## src/hw/gpx_pkg.sv

```systemverilog
`default_nettype none
package gpx_pkg;
	// ------------------------------------------------------------
	// bus address and command
	// ------------------------------------------------------------
	localparam logic [3:0] ADDR_FIXED      = 4'h4;
	localparam logic [1:0] CMD_INPUT       = 2'h0;
	localparam logic [1:0] CMD_OUTPUT      = 2'h1;
	localparam logic [1:0] CMD_POLARITY    = 2'h2;
	localparam logic [1:0] CMD_DIRECTION   = 2'h3;
	// ------------------------------------------------------------
	// reset values
	// ------------------------------------------------------------
	localparam logic [7:0] OUTPUT_RESET    = 8'hFF;
	localparam logic [7:0] POLARITY_RESET  = 8'h00;
	localparam logic [7:0] DIRECTION_RESET = 8'hFF;
	localparam logic [1:0] CMD_RESET       = 2'h0;
	// ------------------------------------------------------------
	// timing
	// ------------------------------------------------------------
	localparam int CLK_HZ                  = 20000000;
	localparam int ALERT_VALID_DELAY_NS    = 4000;
	localparam int ALERT_VALID_CYCLES      = (ALERT_VALID_DELAY_NS * (CLK_HZ / 1000000)) / 1000;
	// ------------------------------------------------------------
	// bus states
	// ------------------------------------------------------------
	typedef enum logic [5:0] {
		ST_IDLE  = 6'b000001,
		ST_ADDR  = 6'b000010,
		ST_CMD   = 6'b000100,
		ST_WDATA = 6'b001000,
		ST_RDATA = 6'b010000,
		ST_ACK   = 6'b100000
	} gpx_state_t;
endpackage
`default_nettype wire

```

## src/hw/gpx_expander.sv

```systemverilog
// Overview of operation
// - alert asserts while any input pin differs from its captured snapshot bit.
// - an input pin edge away from its snapshot raises the alert once held for the settle delay.
// - alert clears when pins return to snapshot or input register is read.
// - read clear takes effect at the acknowledge bit after the rising clock.
// - after each clear, later pin changes are detected and reported afresh.
// - traffic for other targets and output pins never touch the alert.
// - switching a pin from output to input may raise a spurious alert.
// - alert is open drain: drives low when asserted, released otherwise.
// - three strap inputs select low address bits, eight devices per bus.
// - reset restores register defaults and idles the bus state machine.
// - after reset every pin is an input with drivers off.
// - polarity register inverts input data per bit; all registers readable.
// - input pins have both drivers off, high impedance.
// - output pins drive high or low from the output latch bit.
// - own address is acknowledged by holding data low over the ack pulse.
// - one bit per clock pulse; data change during clock high is START/STOP.
// - each byte is followed by an ack; device acks every received byte.
// - on read, controller nacks last byte; device then releases data.
// - command byte low two bits select input, output, polarity, direction.
// - address is fixed upper bits plus straps, 20h to 27h; lsb 1 reads.
// - direction 1 is input; direction and output reset ones, polarity zeros.
// - register pointer never increments; repeated reads and writes hit it.
`timescale 1ns/1ps
`default_nettype none
module gpx_expander (
	input  wire logic       sys_clk,
	input  wire logic       sys_rst,
	input  wire logic       scl_in,
	input  wire logic       sda_in,
	output var  logic       sda_out,
	output var  logic       sda_oe,
	input  wire logic       addr_strap_bit0,
	input  wire logic       addr_strap_bit1,
	input  wire logic       addr_strap_bit2,
	input  wire logic [7:0] port_pins_in,
	output var  logic [7:0] port_pins_out,
	output var  logic [7:0] port_pins_oe,
	output var  logic [7:0] high_side_driver,
	output var  logic [7:0] low_side_driver,
	output var  logic       alert_n_out,
	output var  logic       alert_n_oe
);
	// ------------------------------------------------------------
	// synchronisers
	// ------------------------------------------------------------
	logic [12:0] sync_q;
	logic        scl_s;
	logic        sda_s;
	logic [2:0]  strap_s;
	logic [7:0]  pins_s;

	gpx_sync #(
		.W (13)
	) u_sync (
		.sys_clk (sys_clk),
		.sys_rst (sys_rst),
		.d       ({scl_in, sda_in, addr_strap_bit2, addr_strap_bit1, addr_strap_bit0,
			port_pins_in}),
		.q       (sync_q)
	);

	assign scl_s   = sync_q[12];
	assign sda_s   = sync_q[11];
	assign strap_s = sync_q[10:8];
	assign pins_s  = sync_q[7:0];

	// ------------------------------------------------------------
	// bus condition detection
	// ------------------------------------------------------------
	logic scl_d_reg;
	logic sda_d_reg;
	logic scl_rise;
	logic scl_fall;
	logic start_det;
	logic stop_det;

	always_ff @(posedge sys_clk or posedge sys_rst) begin
		if (sys_rst) begin
			scl_d_reg <= 1'b1;
			sda_d_reg <= 1'b1;
		end else begin
			scl_d_reg <= scl_s;
			sda_d_reg <= sda_s;
		end
	end

	assign scl_rise  = scl_s & ~scl_d_reg;
	assign scl_fall  = ~scl_s & scl_d_reg;
	assign start_det = scl_s & scl_d_reg & sda_d_reg & ~sda_s;
	assign stop_det  = scl_s & scl_d_reg & ~sda_d_reg & sda_s;

	// ------------------------------------------------------------
	// registers
	// ------------------------------------------------------------
	logic [7:0] output_reg;
	logic [7:0] polarity_reg;
	logic [7:0] direction_reg;
	logic [1:0] cmd_reg;
	logic [7:0] snapshot_reg;
	logic [7:0] input_value;

	assign input_value = pins_s ^ polarity_reg;

	// ------------------------------------------------------------
	// serial state machine
	// ------------------------------------------------------------
	gpx_pkg::gpx_state_t state_reg;
	gpx_pkg::gpx_state_t after_ack_reg;
	logic [2:0] bit_cnt_reg;
	logic [7:0] shift_reg;
	logic       ack_drive_reg;
	logic       rd_mode_reg;
	logic       read_clear;
	logic [7:0] read_byte;
	logic       addr_match;
	logic [7:0] wdata_reg;
	logic       wdata_pend_reg;

	assign addr_match = (shift_reg[7:1] == {gpx_pkg::ADDR_FIXED, strap_s});

	always_comb begin
		case (cmd_reg)
			gpx_pkg::CMD_INPUT:     read_byte = input_value;
			gpx_pkg::CMD_OUTPUT:    read_byte = output_reg;
			gpx_pkg::CMD_POLARITY:  read_byte = polarity_reg;
			default:                read_byte = direction_reg;
		endcase
	end

	// clear fires on scl rise of the ack bit after an input register byte
	assign read_clear = (state_reg == gpx_pkg::ST_ACK) & rd_mode_reg & scl_rise &
		(cmd_reg == gpx_pkg::CMD_INPUT) & ~ack_drive_reg;

	always_ff @(posedge sys_clk or posedge sys_rst) begin
		if (sys_rst) begin
			state_reg     <= gpx_pkg::ST_IDLE;
			after_ack_reg <= gpx_pkg::ST_IDLE;
			bit_cnt_reg   <= 3'h0;
			shift_reg     <= 8'h00;
			ack_drive_reg <= 1'b0;
			rd_mode_reg   <= 1'b0;
			sda_out       <= 1'b0;
			sda_oe        <= 1'b0;
		end else if (start_det) begin
			state_reg   <= gpx_pkg::ST_ADDR;
			bit_cnt_reg <= 3'h0;
			ack_drive_reg <= 1'b1;
			rd_mode_reg <= 1'b0;
			sda_oe      <= 1'b0;
		end else if (stop_det) begin
			state_reg <= gpx_pkg::ST_IDLE;
			sda_oe    <= 1'b0;
		end else begin
			case (state_reg)
				gpx_pkg::ST_IDLE: begin
					sda_oe <= 1'b0;
				end
				gpx_pkg::ST_ADDR, gpx_pkg::ST_CMD, gpx_pkg::ST_WDATA: begin
					if (scl_rise) begin
						shift_reg   <= {shift_reg[6:0], sda_s};
						bit_cnt_reg <= bit_cnt_reg + 3'h1;
					end
					if (scl_fall && bit_cnt_reg == 3'h0 && ack_drive_reg) begin
						ack_drive_reg <= 1'b0;
					end else if (scl_fall && bit_cnt_reg == 3'h0) begin
						if (state_reg == gpx_pkg::ST_ADDR && !addr_match) begin
							state_reg <= gpx_pkg::ST_IDLE;
						end else begin
							sda_oe  <= 1'b1;
							sda_out <= 1'b0;
							ack_drive_reg <= 1'b1;
							if (state_reg == gpx_pkg::ST_ADDR && shift_reg[0]) begin
								rd_mode_reg   <= 1'b1;
								after_ack_reg <= gpx_pkg::ST_RDATA;
							end else if (state_reg == gpx_pkg::ST_ADDR) begin
								after_ack_reg <= gpx_pkg::ST_CMD;
							end else begin
								after_ack_reg <= gpx_pkg::ST_WDATA;
							end
							state_reg <= gpx_pkg::ST_ACK;
						end
					end
				end
				gpx_pkg::ST_ACK: begin
					if (scl_fall) begin
						sda_oe <= 1'b0;
						if (rd_mode_reg && !ack_drive_reg && scl_d_reg && sda_d_reg) begin
							state_reg <= gpx_pkg::ST_IDLE;
						end else begin
							state_reg   <= after_ack_reg;
							bit_cnt_reg <= 3'h0;
							if (after_ack_reg == gpx_pkg::ST_RDATA) begin
								sda_oe    <= ~read_byte[7];
								sda_out   <= 1'b0;
								shift_reg <= {read_byte[6:0], 1'b1};
								bit_cnt_reg <= 3'h1;
							end
						end
						ack_drive_reg <= 1'b0;
					end
				end
				gpx_pkg::ST_RDATA: begin
					if (scl_fall && bit_cnt_reg == 3'h0) begin
						sda_oe    <= 1'b0;
						state_reg <= gpx_pkg::ST_ACK;
					end else if (scl_fall) begin
						sda_oe      <= ~shift_reg[7];
						shift_reg   <= {shift_reg[6:0], 1'b1};
						bit_cnt_reg <= bit_cnt_reg + 3'h1;
					end
				end
				default: begin
					state_reg <= gpx_pkg::ST_IDLE;
				end
			endcase
		end
	end

	// ------------------------------------------------------------
	// register writes
	// ------------------------------------------------------------
	logic byte_done;

	assign byte_done = scl_fall & (bit_cnt_reg == 3'h0) & ~ack_drive_reg;

	always_ff @(posedge sys_clk or posedge sys_rst) begin
		if (sys_rst) begin
			cmd_reg        <= gpx_pkg::CMD_RESET;
			wdata_reg      <= 8'h00;
			wdata_pend_reg <= 1'b0;
		end else begin
			if (byte_done && state_reg == gpx_pkg::ST_CMD) begin
				cmd_reg <= shift_reg[1:0];
			end
			if (byte_done && state_reg == gpx_pkg::ST_WDATA) begin
				wdata_reg      <= shift_reg;
				wdata_pend_reg <= 1'b1;
			end else begin
				wdata_pend_reg <= 1'b0;
			end
		end
	end

	always_ff @(posedge sys_clk or posedge sys_rst) begin
		if (sys_rst) begin
			output_reg    <= gpx_pkg::OUTPUT_RESET;
			polarity_reg  <= gpx_pkg::POLARITY_RESET;
			direction_reg <= gpx_pkg::DIRECTION_RESET;
		end else if (wdata_pend_reg) begin
			case (cmd_reg)
				gpx_pkg::CMD_OUTPUT:    output_reg    <= wdata_reg;
				gpx_pkg::CMD_POLARITY:  polarity_reg  <= wdata_reg;
				gpx_pkg::CMD_DIRECTION: direction_reg <= wdata_reg;
				default:                output_reg    <= output_reg;
			endcase
		end
	end

	// ------------------------------------------------------------
	// port drivers
	// ------------------------------------------------------------
	always_ff @(posedge sys_clk or posedge sys_rst) begin
		if (sys_rst) begin
			port_pins_oe     <= 8'h00;
			port_pins_out    <= 8'h00;
			high_side_driver <= 8'h00;
			low_side_driver  <= 8'h00;
		end else begin
			port_pins_oe     <= ~direction_reg;
			port_pins_out    <= output_reg;
			high_side_driver <= ~direction_reg & output_reg;
			low_side_driver  <= ~direction_reg & ~output_reg;
		end
	end

	// ------------------------------------------------------------
	// direction aligned with synchronised pin levels
	// ------------------------------------------------------------
	logic [7:0] dir_d2_reg;
	logic [7:0] dir_d3_reg;

	always_ff @(posedge sys_clk or posedge sys_rst) begin
		if (sys_rst) begin
			dir_d2_reg <= gpx_pkg::DIRECTION_RESET;
			dir_d3_reg <= gpx_pkg::DIRECTION_RESET;
		end else begin
			dir_d2_reg <= ~port_pins_oe;
			dir_d3_reg <= dir_d2_reg;
		end
	end

	// ------------------------------------------------------------
	// change alert
	// ------------------------------------------------------------
	logic [7:0] diff;
	logic       diff_any;
	logic [7:0] settle_cnt_reg;
	logic [2:0] snap_arm_reg;

	assign diff     = (pins_s ^ snapshot_reg) & direction_reg & dir_d3_reg;
	assign diff_any = |diff;

	always_ff @(posedge sys_clk or posedge sys_rst) begin
		if (sys_rst) begin
			snapshot_reg <= 8'h00;
			snap_arm_reg <= 3'h0;
		end else begin
			// reload until the synchroniser holds real pin levels
			snap_arm_reg <= {snap_arm_reg[1:0], 1'b1};
			if (read_clear || !snap_arm_reg[2]) begin
				snapshot_reg <= pins_s;
			end
		end
	end

	always_ff @(posedge sys_clk or posedge sys_rst) begin
		if (sys_rst) begin
			settle_cnt_reg <= 8'h00;
		end else if (!diff_any || read_clear || !snap_arm_reg[2]) begin
			settle_cnt_reg <= 8'h00;
		end else if (settle_cnt_reg != 8'(gpx_pkg::ALERT_VALID_CYCLES)) begin
			settle_cnt_reg <= settle_cnt_reg + 8'h01;
		end
	end

	always_ff @(posedge sys_clk or posedge sys_rst) begin
		if (sys_rst) begin
			alert_n_out <= 1'b0;
			alert_n_oe  <= 1'b0;
		end else begin
			alert_n_out <= 1'b0;
			alert_n_oe  <= diff_any && !read_clear &&
				settle_cnt_reg >= 8'(gpx_pkg::ALERT_VALID_CYCLES - 1);
		end
	end
endmodule // gpx_expander
`default_nettype wire

```

## src/hw/gpx_sync.sv

```systemverilog
`timescale 1ns/1ps
`default_nettype none
module gpx_sync #(
	parameter int W = 1
) (
	input  wire logic         sys_clk,
	input  wire logic         sys_rst,
	input  wire logic [W-1:0] d,
	output var  logic [W-1:0] q
);
	logic [W-1:0] meta_reg;

	// ------------------------------------------------------------
	// two-stage synchroniser
	// ------------------------------------------------------------
	always_ff @(posedge sys_clk or posedge sys_rst) begin
		if (sys_rst) begin
			meta_reg <= '0;
			q        <= '0;
		end else begin
			meta_reg <= d;
			q        <= meta_reg;
		end
	end
endmodule // gpx_sync
`default_nettype wire

```

## config.mk

```make
export PLATFORM = sky130hd
export DESIGN_NAME = gpx_expander
export DESIGN_NICKNAME = d
export VERILOG_FILES = /design/src/hw/gpx_pkg.sv /design/src/hw/gpx_expander.sv /design/src/hw/gpx_sync.sv
export SDC_FILE = /design/constraint.sdc
export NUM_CORES = 1
export LEC_CHECK = 0
export ABC_AREA = 1
export BUFFER_PORTS_ARGS = -buffer_cell sky130_fd_sc_hd__buf_2
export CAP_MARGIN = 30
export CORE_UTILIZATION = 45
export CTS_CLUSTER_DIAMETER = 120
export DETAILED_ROUTE_END_ITERATION = 10
export PLACE_DENSITY = 0.76
export SETUP_SLACK_MARGIN = 0.2
export SLEW_MARGIN = 20
export SYNTH_ARGS = -nofsm -noshare
export SYNTH_HDL_FRONTEND = slang
export SYNTH_SLANG_ARGS = --single-unit
```

## constraint.sdc

```tcl
create_clock -name sys_clk -period 5.4 [get_ports sys_clk]
set_input_delay 1.08 -clock sys_clk [delete_from_list [all_inputs] [get_ports sys_clk]]
set_output_delay 1.08 -clock sys_clk [all_outputs]
set_load 0.03 [all_outputs]
```

==> results.cfg <==
[outcome]
status = finished clean

[timing]
tightest_slew_ns = 0.5664
fmax_ghz = 0.4738
min_period_over_period = 0.3909
rsz0062_at_grt = false
fin_tns_setup_ns = 0
finalSetupViolations = 0
final_max_slew_viol_count = 0
finalCriticalPeriod_ns = 2.111
hold_viol_final = 0
finalClockSkew_ns = 0.01066
max_slew_margin = 0.6195

[setup_path]
arrival_ns = 2.42
crit_start = state_reg[3]$_DFFE_PP0P_
cp-end-kind = register
r2r-start = state_reg[3]$_DFFE_PP0P_
critical_path_required_ns = 5.71
worstSetupStartpointType = register
path_max_fanout = 18
path_class = register to register

[power_and_ir_drop]
ir_drop_v = 0.0002673
power_density_nw_per_um2 = 359.5
p_leak_nw = 3.450

[clock_network]
clkTransAtPathRegs_ns = 0.06
cts_max_level = 4
ctsHoldBuffers = 0
cts_resized = 0
cts_setup_buffers = 0
numCtsBuffers = 17
root_buffer = clkbuf_16
cts_tree = built
cts_sinks = 155
clkLatencyLatePin_ns = 0.43
clock_path_buffers = 2

[floorplan]
die_w_um = 120.8
die_h_um = 120.8
row_count = 43
dieArea_um2 = 14590
start_util = 0.4591
ioPinCount = 51
core_area_um2 = 13830

[layout]
area_delta_synth_final_pct = 15.90
final_cell_mix = nand2_1 (153), dfrtp_1 (119), inv_1 (89)
diodes = 0
fin_nets = 751
mostFrequentLayoutCell = nand2_1
drive_gt1_frac = 0.2013
final_cells = 925

[synthesis]
synth.distinct_cells = 37
synth_area_leaders = dfrtp_1 (47%), dfstp_2 (15%), nand2_1 (9.0%)
seq_area_frac_synth = 0.6181
synthSimpleGateAreaFrac = 0.2071
synth-adder-area-share = 0.007883
synth_top_area_share = 0.4691
synth_area_um2 = 6349
synth_top_family_by_area = simple AND/OR/NAND/NOR gates
muxShareOfSynthArea = 0.005321
synth_warnings = 0
yosys.area.top_type = dfrtp_1
syn_avg_cell_area_um2 = 9.433
synthXorXnorAreaFrac = 0.01104
syn_inst = 673
ys_ff_latch = 155
synth_compound_area_frac = 0.08435

[routing]
firstDrtPassIters = 7
routedWlPerCell_um = 13.77
drt_iter0_markers = 357
drt_wl_total_um = 12740
drtAntennaViolNets = 0
drcViolationCount = 0
avgViaCountPerCell = 4.962
route.vias.total = 4590

[flow_run]
cap_violations = 0

[hold_path]
min_path_type = register to register
min_from = snap_arm_reg[1]$_DFF_PP0_

[grt]
grt_pass1_wl_um = 21410
grt_max_degree = 72
antenna_found_initial = 0
grt_usage = 0.1962
grt_overflow = 0
grt_pass1_vias = 4318

[placement]
hpwlAfterDp_um = 8606
io_buffers = 48
dp.cells = 893
gp_congestion = 0.9174
==> cell type report <==
type	instances	area, µm²
Tap cell	180	225.2
Timing Repair Buffer	50	275.3
Clock inverter	13	121.4
Clock buffer	19	442.9
Inverter	93	354.1
Sequential cell	155	3924
Fill cell	1209	6469
Multi-Input combinational cell	415	2016
==> per-stage QoR <==
| step | worst slack (ns) | cell area, µm² | total power [W] | hold slack (ns) | utilization |
|---|---|---|---|---|---|
| floorplan | 0.2014 | 6352 | 0.001479 | 0.3312 | - |
| global placement | 2.935 | 6766 | 0.001534 | 0.3347 | 0.4894 |
| detailed placement | 3.038 | 6794 | 0.001545 | 0.3347 | 0.4914 |
| CTS | 3.305 | 7358 | 0.002667 | 0.3483 | 0.5322 |
| global route | 3.105 | 7358 | 0.002767 | 0.3534 | 0.5322 |
| finish | 3.289 | 7358 | 0.002646 | 0.3453 | 0.5322 |
==> power by group <==
part	total (W)	internal [W]	switching [W]
registers	0.00128	0.00122	0.0000585
logic	0.000250	0.0000878	0.000162
clock network	0.00112	0.000647	0.000471
total	0.00265	0.00195	0.000692
==> cells by family after synthesis <==
kind of cell,Yosys count
other cells,2
buf+inv,104
compound gates,97
fa+ha+maj,4
mux,3
simple gates,300
xor+xnor,8
flops,155
==> routing by layer <==
| metal | part of all wire | GRT usage |
|---|---|---|
| met5 | 0 | 0 |
| met4 | 0.017 | 0.08565 |
| met3 | 0.051 | 0.04906 |
| met2 | 0.47 | 0.3035 |
| met1 | 0.46 | 0.2625 |
==> final timing paths <==
path	endpoint	slack, ns	cells past startpoint
min	snap_arm_reg[2]$_DFF_PP0_	0.35	0
max reg2reg	shift_reg[5]$_DFFE_PP0P_	3.29	8
min reg2reg	snap_arm_reg[2]$_DFF_PP0_	0.35	0
max	shift_reg[5]$_DFFE_PP0P_	3.29	8
max in group asynchronous	dir_d3_reg[6]$_DFF_PP1_	3.55	4
min in group asynchronous	high_side_driver[6]$_DFF_PP0_	0.69	2
==> cell usage after synthesis, drive strengths merged <==
library cell / instances
nand4: 12
buf: 7
ha: 4
nand2: 157
nand3: 36
or2: 1
o22ai: 4
nor4: 1
xnor2: 4
o211ai: 1
o2111ai: 2
xor2: 4
and2: 1
mux2: 3
dfstp: 36
o31ai: 2
conb: 2
a21boi: 1
a31oi: 1
nor2: 83
dfrtp: 119
o21ai: 68
clkbuf: 4
a21oi: 15
nor3: 8
a22oi: 3
nand3b: 1
inv: 93
==> critical path, cell delays in order, from the launching register on <==
cell and delay, ns:
dfrtp_1 0.44, nor2_4 0.22, nand3_2 0.39, nand2_2 0.26
nor2_2 0.08, nor2_2 0.19, nand2_2 0.24, nand2_1 0.14
o21ai_2 0.05
Note: power is estimated with default switching activity, not from simulation.
